$ cat config.mk
export PLATFORM = sky130hd
export DESIGN_NAME = ain_scan_top
export DESIGN_NICKNAME = d
export VERILOG_FILES = /design/src/scan_pkg.sv /design/src/meas_filter.sv /design/src/range_check.sv /design/src/ain_scan_top.sv
export SDC_FILE = /design/constraint.sdc
export NUM_CORES = 2
export LEC_CHECK = 0
export BUFFER_PORTS_ARGS = -buffer_cell sky130_fd_sc_hd__buf_2
export CAP_MARGIN = 30
export CORE_AREA = 2 2 375 377
export CTS_CLUSTER_DIAMETER = 100
export DETAILED_ROUTE_END_ITERATION = 8
export DIE_AREA = 0 0 377 379
export PLACE_DENSITY_LB_ADDON = 0.05
export REMOVE_ABC_BUFFERS = 1
export SYNTH_ARGS = -nofsm -noshare
export SYNTH_HDL_FRONTEND = slang
export SYNTH_SLANG_ARGS = --single-unit
$ cat constraint.sdc
create_clock -name mclk_i -period 32.1 [get_ports mclk_i]
set_input_delay 1.605 -clock mclk_i [delete_from_list [all_inputs] [get_ports mclk_i]]
set_output_delay 1.605 -clock mclk_i [all_outputs]
set_load 0.01 [all_outputs]
$ cat src/scan_pkg.sv
`default_nettype none
package scan_pkg;
  // channel count and converter word
  localparam int NCH   = 8;
  localparam int ADC_W = 24;

  // timing: times in their own unit, cycle counts derived from the clock
  localparam int CLK_NS       = 4;
  localparam int SLOT_MS      = 1;
  localparam int NORM_MS      = 9;
  localparam int FAST_BASE_MS = 1;
  localparam int FAST_CH_MS   = 1;
  localparam int SLOT_CYC     = SLOT_MS * 1000000 / CLK_NS;
  localparam int NORM_SLOTS   = NORM_MS / SLOT_MS;
  localparam int FAST_BASE_SL = FAST_BASE_MS / SLOT_MS;
  localparam int FAST_CH_SL   = FAST_CH_MS / SLOT_MS;

  // correction and scaling arithmetic
  localparam int GAIN_SH = 14;
  localparam logic signed [15:0] RECIP = 16'h1A37; // 2^26 / 10000
  localparam int SCL_SH = 26;
  localparam logic signed [16:0] BIP_OFS = 17'h02710;
  localparam logic [3:0] WDOG_SLOTS = 4'h4;
  localparam logic signed [15:0] WIRE_LIM = 16'hF8AD; // 1 mA on the live-zero scale

  typedef enum logic [2:0] {
    RNG_BIP10 = 3'h0, RNG_UNI10 = 3'h1, RNG_UNI5 = 3'h2,
    RNG_LIVE0 = 3'h3, RNG_BIP5  = 3'h4, RNG_USER = 3'h5
  } range_t;

  typedef enum logic [2:0] {
    AREA_NOM = 3'h0, AREA_LTOL = 3'h1, AREA_UTOL = 3'h2,
    AREA_UDF = 3'h3, AREA_OVF  = 3'h4
  } area_t;

  typedef enum logic [0:0] {ST_OVH = 1'b0, ST_CHAN = 1'b1} scan_st_t;

  // threshold limits and nominal span, indexed by range code
  localparam logic [15:0] UDF_MIN [6] =
    '{16'hD314, 16'hFA24, 16'hEC78, 16'hF060, 16'hC568, 16'h8000};
  localparam logic [15:0] UDF_MAX [6] =
    '{16'hD507, 16'hFC17, 16'hFC17, 16'hFCDF, 16'hD507, 16'h7FFF};
  localparam logic [15:0] OVF_MIN [6] =
    '{16'h2AF9, 16'h2AF9, 16'h2AF9, 16'h2A31, 16'h2AF9, 16'h8000};
  localparam logic [15:0] OVF_MAX [6] =
    '{16'h2C88, 16'h2C88, 16'h3A98, 16'h36B0, 16'h3A98, 16'h7FFF};
  localparam logic [15:0] NOM_LO [6] =
    '{16'hD8F0, 16'h0000, 16'h0000, 16'h0000, 16'hD8F0, 16'h0000};
  localparam logic [15:0] NOM_HI = 16'h2710;

  typedef struct packed {
    range_t            rng;
    logic              cur;
    logic              in_use;
    logic              lim_en;
    logic              user_bip;
    logic [2:0]        filt;
    logic signed [15:0] udf_thr;
    logic signed [15:0] ovf_thr;
    logic signed [15:0] user_lo;
    logic signed [15:0] user_hi;
    logic signed [15:0] align;
  } chan_cfg_t;

  typedef struct packed {
    area_t area;
    logic  wire_err;
    logic  conv_err;
  } chan_stat_t;

  typedef struct packed {
    logic wdog_err;
    logic chain_err;
  } mod_stat_t;

  typedef struct packed {
    logic [15:0]        gain;
    logic signed [15:0] offs;
    logic signed [15:0] drift;
  } cal_t;

  function automatic logic signed [15:0] sat16(input logic signed [47:0] v);
    if (v > 48'sh7FFF) begin
      return 16'h7FFF;
    end else if (v < -48'sh8000) begin
      return 16'h8000;
    end
    return v[15:0];
  endfunction
endpackage
`default_nettype wire

$ cat src/meas_filter.sv
`timescale 1ns/1ps
`default_nettype none
module meas_filter (
  input  wire logic signed [15:0] prev_i, // last filtered value
  input  wire logic signed [15:0] x_i,    // new corrected value
  input  wire logic [2:0]         lvl_i,  // filter level 0..6
  input  wire logic               seed_i, // no history yet
  output logic signed [15:0]      y_o     // filtered value
);
  logic signed [16:0] diff;
  logic signed [16:0] step;
  logic [2:0]         sh;

  // alpha = 1 - 2^-(lvl+1) for levels 1..6, level 0 passes the value through; levels above six act as six
  always_comb begin
    sh = (lvl_i > 3'h6) ? 3'h7 : lvl_i + 3'h1;
    diff = 17'(x_i) - 17'(prev_i);
    step = diff >>> sh;
    y_o = (lvl_i == 3'h0 || seed_i) ? x_i : prev_i + $signed(step[15:0]);
  end
endmodule
`default_nettype wire

$ cat src/range_check.sv
`timescale 1ns/1ps
`default_nettype none
module range_check (
  input  wire logic signed [15:0] v_i,    // scaled measurement
  input  wire scan_pkg::chan_cfg_t cfg_i, // channel configuration
  output scan_pkg::area_t         area_o, // classification
  output logic                    wire_o  // broken wire seen
);
  scan_pkg::range_t   rc;
  logic signed [15:0] nlo;
  logic signed [15:0] nhi;
  logic signed [15:0] ut;
  logic signed [15:0] ot;

  // thresholds are clamped into the limits that the range allows
  always_comb begin
    rc = (cfg_i.rng > scan_pkg::RNG_USER) ? scan_pkg::RNG_BIP10 : cfg_i.rng;
    nlo = (rc == scan_pkg::RNG_USER) ? cfg_i.user_lo : $signed(scan_pkg::NOM_LO[rc]);
    nhi = (rc == scan_pkg::RNG_USER) ? cfg_i.user_hi : $signed(scan_pkg::NOM_HI);
    ut = cfg_i.udf_thr;
    if (ut < $signed(scan_pkg::UDF_MIN[rc])) ut = $signed(scan_pkg::UDF_MIN[rc]);
    if (ut > $signed(scan_pkg::UDF_MAX[rc])) ut = $signed(scan_pkg::UDF_MAX[rc]);
    ot = cfg_i.ovf_thr;
    if (ot < $signed(scan_pkg::OVF_MIN[rc])) ot = $signed(scan_pkg::OVF_MIN[rc]);
    if (ot > $signed(scan_pkg::OVF_MAX[rc])) ot = $signed(scan_pkg::OVF_MAX[rc]);
    // tolerance areas stay live even with the limit check off
    if (cfg_i.lim_en && v_i > ot) begin
      area_o = scan_pkg::AREA_OVF;
    end else if (v_i > nhi) begin
      area_o = scan_pkg::AREA_UTOL;
    end else if (cfg_i.lim_en && v_i < ut) begin
      area_o = scan_pkg::AREA_UDF;
    end else if (v_i < nlo) begin
      area_o = scan_pkg::AREA_LTOL;
    end else begin
      area_o = scan_pkg::AREA_NOM;
    end
    wire_o = (rc == scan_pkg::RNG_LIVE0) && (v_i < scan_pkg::WIRE_LIM);
  end
endmodule
`default_nettype wire

$ cat src/ain_scan_top.sv
`timescale 1ns/1ps
`default_nettype none
module ain_scan_top #(
  parameter int SLOT_CYCLES = scan_pkg::SLOT_CYC // cycles per channel slot
) (
  input  wire logic                 mclk_i,                    // 250 MHz clock
  input  wire logic                 rst_n_i,                   // async reset, low
  input  wire logic                 fast_i,                    // fast cycle mode
  input  wire scan_pkg::chan_cfg_t  cfg_i [scan_pkg::NCH],     // channel setup
  input  wire scan_pkg::cal_t       cal_i,                     // self-cal terms
  input  wire logic                 adc_vld_i,                 // converter word valid
  input  wire logic [23:0]          adc_dat_i,                 // converter word
  output logic                      conv_start_o,              // slot start pulse
  output logic [2:0]                conv_ch_o,                 // mux channel
  output logic [1:0]                gain_o,                    // {bipolar, current}
  output logic signed [15:0]        meas_o [scan_pkg::NCH],    // latest values
  output scan_pkg::chan_stat_t      stat_o [scan_pkg::NCH],    // latest status
  output logic                      upd_o,                     // channel updated
  output logic [2:0]                upd_ch_o,                  // which channel
  output logic                      cyc_o,                     // scan cycle done
  output scan_pkg::mod_stat_t       mod_o                      // module status
);
  localparam int SW = $clog2(SLOT_CYCLES);

  scan_pkg::scan_st_t   st_q;
  logic [SW-1:0]        slot_q;
  logic [2:0]           ch_q;
  logic                 got_q;
  logic [scan_pkg::NCH-1:0] use_v;
  logic [scan_pkg::NCH-1:0] bip_v;
  logic                 slot_end;
  logic                 take;
  logic                 miss;
  logic [3:0]           nx;
  logic                 conv_start_q;
  logic [2:0]           conv_ch_q;
  logic [1:0]           gain_q;
  logic                 cyc_q;
  logic                 a_vld_q;
  logic [2:0]           a_ch_q;
  logic signed [15:0]   a_val_q;
  logic signed [32:0]   prod;
  logic signed [33:0]   corr;
  scan_pkg::chan_cfg_t  bc;
  logic signed [15:0]   fy;
  logic signed [16:0]   p2;
  logic signed [16:0]   span;
  logic signed [33:0]   sp;
  logic signed [47:0]   uq;
  logic signed [15:0]   sv;
  scan_pkg::area_t      area;
  logic                 wire_e;
  logic signed [15:0]   filt_q [scan_pkg::NCH];
  logic [scan_pkg::NCH-1:0] init_q;
  logic signed [15:0]   meas_q [scan_pkg::NCH];
  scan_pkg::chan_stat_t stat_q [scan_pkg::NCH];
  logic                 upd_q;
  logic [2:0]           upd_ch_q;
  logic [3:0]           wd_q;
  scan_pkg::mod_stat_t  mod_q;
  logic [4:0]           slots_q;
  logic                 mode_q;
  logic                 mix_q;

  // per-channel views of the configuration
  for (genvar i = 0; i < scan_pkg::NCH; i++) begin : g_ch
    assign use_v[i] = cfg_i[i].in_use;
    assign bip_v[i] = (cfg_i[i].rng == scan_pkg::RNG_BIP10) ||
                      (cfg_i[i].rng == scan_pkg::RNG_BIP5) ||
                      (cfg_i[i].rng == scan_pkg::RNG_USER && cfg_i[i].user_bip);
  end

  // lowest set mask bit at or above from; bit 3 set means none left
  function automatic logic [3:0] pick(input logic [3:0] from,
                                      input logic [scan_pkg::NCH-1:0] msk);
    logic [3:0] r;
    r = 4'h8;
    for (int i = scan_pkg::NCH - 1; i >= 0; i--) begin
      if (msk[i] && 4'(i) >= from) begin
        r = 4'(i);
      end
    end
    return r;
  endfunction

  assign slot_end = slot_q == SW'(SLOT_CYCLES - 1);
  assign take = adc_vld_i && st_q == scan_pkg::ST_CHAN && !got_q;
  assign miss = slot_end && st_q == scan_pkg::ST_CHAN && !got_q && !adc_vld_i;

  // normal mode walks every channel, fast mode only the in-use ones
  always_comb begin
    nx = pick((st_q == scan_pkg::ST_OVH) ? 4'h0 : {1'b0, ch_q} + 4'h1,
              fast_i ? use_v : {scan_pkg::NCH{1'b1}});
  end

  // slot timer runs free of the controller, one slot per ms
  always_ff @(posedge mclk_i or negedge rst_n_i) begin
    if (!rst_n_i) begin
      slot_q <= '0;
    end else begin
      slot_q <= slot_end ? '0 : slot_q + 1'b1;
    end
  end

  // sequencer: one overhead slot, then a slot per scanned channel
  always_ff @(posedge mclk_i or negedge rst_n_i) begin
    if (!rst_n_i) begin
      st_q <= scan_pkg::ST_OVH;
      ch_q <= 3'h0;
    end else if (slot_end) begin
      case (st_q)
        scan_pkg::ST_OVH, scan_pkg::ST_CHAN: begin
          if (nx[3]) begin
            st_q <= scan_pkg::ST_OVH;
          end else begin
            st_q <= scan_pkg::ST_CHAN;
            ch_q <= nx[2:0];
          end
        end
        default: begin
          st_q <= scan_pkg::ST_OVH;
        end
      endcase
    end
  end

  // only the first converter word of a slot counts
  always_ff @(posedge mclk_i or negedge rst_n_i) begin
    if (!rst_n_i) begin
      got_q <= 1'b0;
    end else begin
      got_q <= slot_end ? 1'b0 : (got_q | take);
    end
  end

  // mux, gain and start are set up for the slot that begins next
  always_ff @(posedge mclk_i or negedge rst_n_i) begin
    if (!rst_n_i) begin
      conv_start_q <= 1'b0;
      conv_ch_q <= 3'h0;
      gain_q <= 2'h0;
      cyc_q <= 1'b0;
    end else begin
      conv_start_q <= slot_end && !nx[3];
      cyc_q <= slot_end && nx[3];
      if (slot_end && !nx[3]) begin
        conv_ch_q <= nx[2:0];
        gain_q <= {bip_v[nx[2:0]], cfg_i[nx[2:0]].cur};
      end
    end
  end

  // correction: self-cal gain and offset, drift, per-channel alignment
  always_comb begin
    prod = $signed(adc_dat_i[23:8]) * $signed({1'b0, cal_i.gain});
    corr = 34'(prod >>> scan_pkg::GAIN_SH) + 34'(cal_i.offs) - 34'(cal_i.drift)
         + 34'(cfg_i[ch_q].align);
  end

  always_ff @(posedge mclk_i or negedge rst_n_i) begin
    if (!rst_n_i) begin
      a_vld_q <= 1'b0;
      a_ch_q <= 3'h0;
      a_val_q <= 16'h0000;
    end else begin
      a_vld_q <= take;
      if (take) begin
        a_ch_q <= ch_q;
        a_val_q <= scan_pkg::sat16(48'(corr));
      end
    end
  end

  assign bc = cfg_i[a_ch_q];

  // filter level is read live so it may change between samples
  meas_filter u_filt (
    .prev_i (filt_q[a_ch_q]),
    .x_i    (a_val_q),
    .lvl_i  (bc.filt),
    .seed_i (!init_q[a_ch_q]),
    .y_o    (fy)
  );

  // user scaling maps the standard 0..10000 span onto lo..hi; the
  // reciprocal multiply trades a divider for a tiny rounding error
  always_comb begin
    p2 = bc.user_bip ? (17'(fy) + scan_pkg::BIP_OFS) >>> 1 : 17'(fy);
    span = 17'(bc.user_hi) - 17'(bc.user_lo);
    sp = 34'(p2) * 34'(span);
    uq = (48'(sp) * 48'(scan_pkg::RECIP)) >>> scan_pkg::SCL_SH;
    sv = (bc.rng == scan_pkg::RNG_USER) ? scan_pkg::sat16(48'(bc.user_lo) + uq)
                                        : fy;
  end

  range_check u_chk (
    .v_i    (sv),
    .cfg_i  (bc),
    .area_o (area),
    .wire_o (wire_e)
  );

  // result table: value and status land in the same edge
  always_ff @(posedge mclk_i or negedge rst_n_i) begin
    if (!rst_n_i) begin
      init_q <= '0;
      for (int i = 0; i < scan_pkg::NCH; i++) begin
        filt_q[i] <= 16'h0000;
        meas_q[i] <= 16'h0000;
        stat_q[i] <= '0;
      end
    end else begin
      if (a_vld_q) begin
        filt_q[a_ch_q] <= fy;
        init_q[a_ch_q] <= 1'b1;
        meas_q[a_ch_q] <= sv;
        stat_q[a_ch_q] <= '{area: area, wire_err: wire_e, conv_err: 1'b0};
      end
      if (miss) begin
        stat_q[ch_q].conv_err <= 1'b1;
      end
    end
  end

  always_ff @(posedge mclk_i or negedge rst_n_i) begin
    if (!rst_n_i) begin
      upd_q <= 1'b0;
      upd_ch_q <= 3'h0;
    end else begin
      upd_q <= a_vld_q;
      upd_ch_q <= a_ch_q;
    end
  end

  // chain error follows the last slot; watchdog latches until reset
  always_ff @(posedge mclk_i or negedge rst_n_i) begin
    if (!rst_n_i) begin
      wd_q <= 4'h0;
      mod_q <= '0;
    end else begin
      if (take) begin
        wd_q <= 4'h0;
        mod_q.chain_err <= 1'b0;
      end else if (miss) begin
        mod_q.chain_err <= 1'b1;
        if (wd_q != scan_pkg::WDOG_SLOTS) begin
          wd_q <= wd_q + 4'h1;
        end
      end
      if (wd_q == scan_pkg::WDOG_SLOTS) begin
        mod_q.wdog_err <= 1'b1;
      end
    end
  end

  // outputs straight from flops; the controller samples them freely
  assign conv_start_o = conv_start_q;
  assign conv_ch_o = conv_ch_q;
  assign gain_o = gain_q;
  assign meas_o = meas_q;
  assign stat_o = stat_q;
  assign upd_o = upd_q;
  assign upd_ch_o = upd_ch_q;
  assign cyc_o = cyc_q;
  assign mod_o = mod_q;

  // checking helpers: slots per cycle and whether the mode moved
  always_ff @(posedge mclk_i or negedge rst_n_i) begin
    if (!rst_n_i) begin
      slots_q <= 5'h00;
      mode_q <= 1'b0;
      mix_q <= 1'b0;
    end else if (slot_end) begin
      if (nx[3]) begin
        slots_q <= 5'h00;
        mode_q <= fast_i;
        mix_q <= 1'b0;
      end else begin
        slots_q <= slots_q + 5'h01;
        mix_q <= mix_q | (fast_i != mode_q);
      end
    end
  end
endmodule
`default_nettype wire

==> load_flow_metrics.sql <==
INSERT INTO impl_metrics (metric_group, metric, value, unit) VALUES
('status', 'result_of_the_run', 'finished, final reports clean', ''),
('clock_network', 'clock_path_buffers', '3', ''),
('sta', 'max-slew-margin-rel', '0.296', ''),
('hold_path', 'min_path_type', 'flip-flop to flip-flop', ''),
('hold_path', 'hold_path_end', 'init_q[2]', ''),
('yosys', 'synth_edf_count', '0', ''),
('clock_network', 'clock_latency', '0.62', 'ns'),
('clock_network', 'postCtsSetupRepairBufs', '0', ''),
('placed_design', 'hpwl', '169000', 'um'),
('layout', 'commonest_non_fill_non_tap_cells_in_the_layout', 'sky130_fd_sc_hd__buf_2 (967), sky130_fd_sc_hd__inv_1 (955), sky130_fd_sc_hd__nand2_1 (793), sky130_fd_sc_hd__fa_1 (697), sky130_fd_sc_hd__ha_1 (604)', ''),
('setup_path', 'path_buf_inv', '13', ''),
('yosys', 'mapped_area', '57100', 'um^2'),
('layout', 'fin_nets', '9393', ''),
('route', 'route.final.wire_length', '209000', 'um'),
('sta', 'setup-tns-final', '0', 'ns'),
('clock_network', 'cts_tree', 'yes', ''),
('placed_design', 'place.gp.congestion', '0.898', ''),
('yosys', 'post_synth_arst_share', '1.00', ''),
('clock_network', 'holdBufCountCts', '0', ''),
('layout', 'layout.filler_cells', '13786', ''),
('clock_network', 'clk_root_buffer_cell', 'sky130_fd_sc_hd__clkbuf_16', ''),
('sta', 'finalHoldViolCount', '0', ''),
('setup_path', 'crit_path_start_kind', 'flip-flop', ''),
('sta', 'rsz0062_at_grt', 'false', ''),
('clock_network', 'cts_made_buffers', '46', ''),
('floorplanning', 'core.rowCount', '137', ''),
('setup_path', 'reg2reg_from', 'a_ch_q[0]', ''),
('setup_path', 'critPathTopFamily', 'compound AO/OA/AOI/OAI gates', ''),
('global_route', 'grt_pass1_wl', '307000', 'um'),
('sta', 'finalCritPeriodShare', '0.852', ''),
('clock_network', 'cts-resized-gates', '0', ''),
('sta', 'finalWorstPathRequiredPeriod', '27.35', 'ns'),
('global_route', 'maximum_number_of_pins_on_one_net_before_global_route_repair', '156', ''),
('route', 'drt-initial-drc-count', '3241', ''),
('floorplanning', 'initial_core_util', '0.411', ''),
('layout', 'multi_input_area', '43500', 'um^2'),
('layout', 'area.growth.synth_to_final', '15.5', '%'),
('global_route', 'global_route_total_overflow', '0', ''),
('yosys', 'yosysUniqueCellTypes', '98', ''),
('yosys', 'syn_avg_cell_area', '8.89', 'um^2'),
('placed_design', 'port_buffers', '968', ''),
('layout', 'finalCoreUtilization', '0.475', ''),
('hold_path', 'hold_start', 'init_q[2]', ''),
('placed_design', 'dp_slack', '5.09', 'ns'),
('sta', 'setup_viol', '0', ''),
('setup_path', 'cp_slowest_cell', 'sky130_fd_sc_hd__nor3_1', ''),
('floorplanning', 'io_pins', '977', ''),
('yosys', 'yosys_warnings', '0', ''),
('route', 'route.vias.total', '49052', ''),
('setup_path', 'worst_path_largest_cell_delay', '0.83', 'ns'),
('floorplanning', 'floorplan.core_area', '139000', 'um^2'),
('route', 'drcViolationCount', '0', ''),
('sta', 'worst_clock_skew', '0.0249', 'ns'),
('global_route', 'grt_util_all_layers', '0.286', ''),
('layout', 'most_frequent_standard_cell_in_the_layout_excluding_fill_and_tap_cells', 'sky130_fd_sc_hd__buf_2', ''),
('route', 'vias_per_cell', '5.36', ''),
('setup_path', 'critPathMostFrequentCell', 'sky130_fd_sc_hd__fa_1', ''),
('yosys', 'syn-instance-count', '6428', ''),
('hold_path', 'cell_depth_of_the_worst_min_delay_path', '1', ''),
('layout', 'ff_latch_area', '9040', 'um^2'),
('clock_network', 'h_tree_depth', '2', ''),
('setup_path', 'required', '32.61', 'ns'),
('setup_path', 'crit-reg2reg-capture', 'stat_o[32]', ''),
('yosys', 'commonest_register_cell_after_synthesis', 'sky130_fd_sc_hd__dfrtp_1', ''),
('sta', 'tightest_slew', '1.06', 'ns'),
('run', 'max-cap-violations', '0', ''),
('clock_network', 'cts.clk_slew.worst_paths', '0.06', 'ns'),
('setup_path', 'reg2reg_setup_slack', '4.75', 'ns'),
('setup_path', 'crit_fanout', '95', ''),
('sta', 'hold-worst-slack', '0.467', 'ns'),
('floorplanning', 'height_of_the_die', '379', 'um');
==> worst max-delay path by stage <==
stage	from	to	slack, ns	cells past startpoint
3_5_place_dp	a_ch_q[0]	stat_o[2]	5.09	103
6_report	a_ch_q[0]	stat_o[32]	4.75	101
2_1_floorplan	a_ch_q[0]	stat_o[12]	-0.29	91
5_1_grt	a_ch_q[0]	stat_o[17]	3.22	103
4_1_cts	a_ch_q[0]	stat_o[27]	4.96	103
3_3_place_gp	a_ch_q[0]	stat_o[27]	5.22	103
==> area by class of cell <==
class | count | share of cell area
multi-input combinational | 4827 | 0.660
sequential | 361 | 0.137
timing repair buffer | 1099 | 0.0911
inverter | 961 | 0.0547
tap | 1807 | 0.0343
clock buffer | 64 | 0.0200
clock inverter | 19 | 0.00262
antenna | 19 | 0.000721
==> layer usage <==
metal	GRT usage	up-vias	wire length, um
li1	-	23006	-
met5	0	-	95
met4	0.0696	18	5420
met3	0.0506	201	14300
met1	0.398	24358	92600
met2	0.462	1469	96400
==> synth_stat cells, types with 19 or more instances <==
| library cell | instances | area (um^2) |
|---|---|---|
| sky130_fd_sc_hd__buf_2 | 45 | 225 |
| sky130_fd_sc_hd__ha_1 | 604 | 7560 |
| sky130_fd_sc_hd__a22oi_1 | 188 | 1410 |
| sky130_fd_sc_hd__fa_1 | 697 | 14000 |
| sky130_fd_sc_hd__a21o_1 | 95 | 713 |
| sky130_fd_sc_hd__nand2b_1 | 69 | 432 |
| sky130_fd_sc_hd__a31oi_1 | 30 | 188 |
| sky130_fd_sc_hd__nor2b_1 | 57 | 357 |
| sky130_fd_sc_hd__o221ai_1 | 40 | 350 |
| sky130_fd_sc_hd__a211oi_1 | 19 | 143 |
| sky130_fd_sc_hd__nand2_1 | 798 | 3000 |
| sky130_fd_sc_hd__mux4_2 | 27 | 608 |
| sky130_fd_sc_hd__xnor2_1 | 148 | 1300 |
| sky130_fd_sc_hd__inv_1 | 955 | 3580 |
| sky130_fd_sc_hd__xor2_1 | 91 | 797 |
| sky130_fd_sc_hd__nand4_1 | 40 | 250 |
| sky130_fd_sc_hd__o21ai_0 | 366 | 1830 |
| sky130_fd_sc_hd__dfrtp_1 | 361 | 9030 |
| sky130_fd_sc_hd__clkbuf_1 | 204 | 766 |
| sky130_fd_sc_hd__nand3_1 | 41 | 205 |
| sky130_fd_sc_hd__a21oi_1 | 243 | 1220 |
| sky130_fd_sc_hd__mux2_2 | 182 | 2050 |
| sky130_fd_sc_hd__o21a_1 | 47 | 353 |
| sky130_fd_sc_hd__nor2_1 | 431 | 1620 |
| sky130_fd_sc_hd__and2_1 | 123 | 769 |
| sky130_fd_sc_hd__nor3_1 | 60 | 300 |
| sky130_fd_sc_hd__mux2i_1 | 127 | 1270 |
==> per-stage QoR <==
stage,cells,area (um^2)
after floorplan,6149,55900
after global placement,9035,64100
after detailed placement,9050,64300
after CTS,9133,65800
after global routing,9146,66000
final,9157,66000
==> cells by family (layout without fill, tap and decap cells) <==
family                     Yosys count  after routing  share of synthesized area
and+or+nand+nor                   1699           1699                      0.132
adders and majority gates         1301           1301                      0.377
AOI/OAI and AO/OA                 1247           1247                      0.143
buffers and inverters             1240           2143                     0.0842
DFF                                361            361                      0.158
muxes                              339            339                     0.0694
xor gates and xnor gates           241            241                     0.0372
other                                0             19                          0
==> flip-flops by register name, summed over array words and instances (netlist names), 2 cells and up <==
register  flops
init_q        8
ch_q          3
filt_q      128
slot_q       18
stat_o       40
mod_o         2
wd_q          4
gain_o        2
meas_o      128
upd_ch_o      3
a_ch_q        3
a_val_q      16
Power is not shown: default switching activity piles up to over one toggle a cycle in this logic, so the estimate is an artifact.
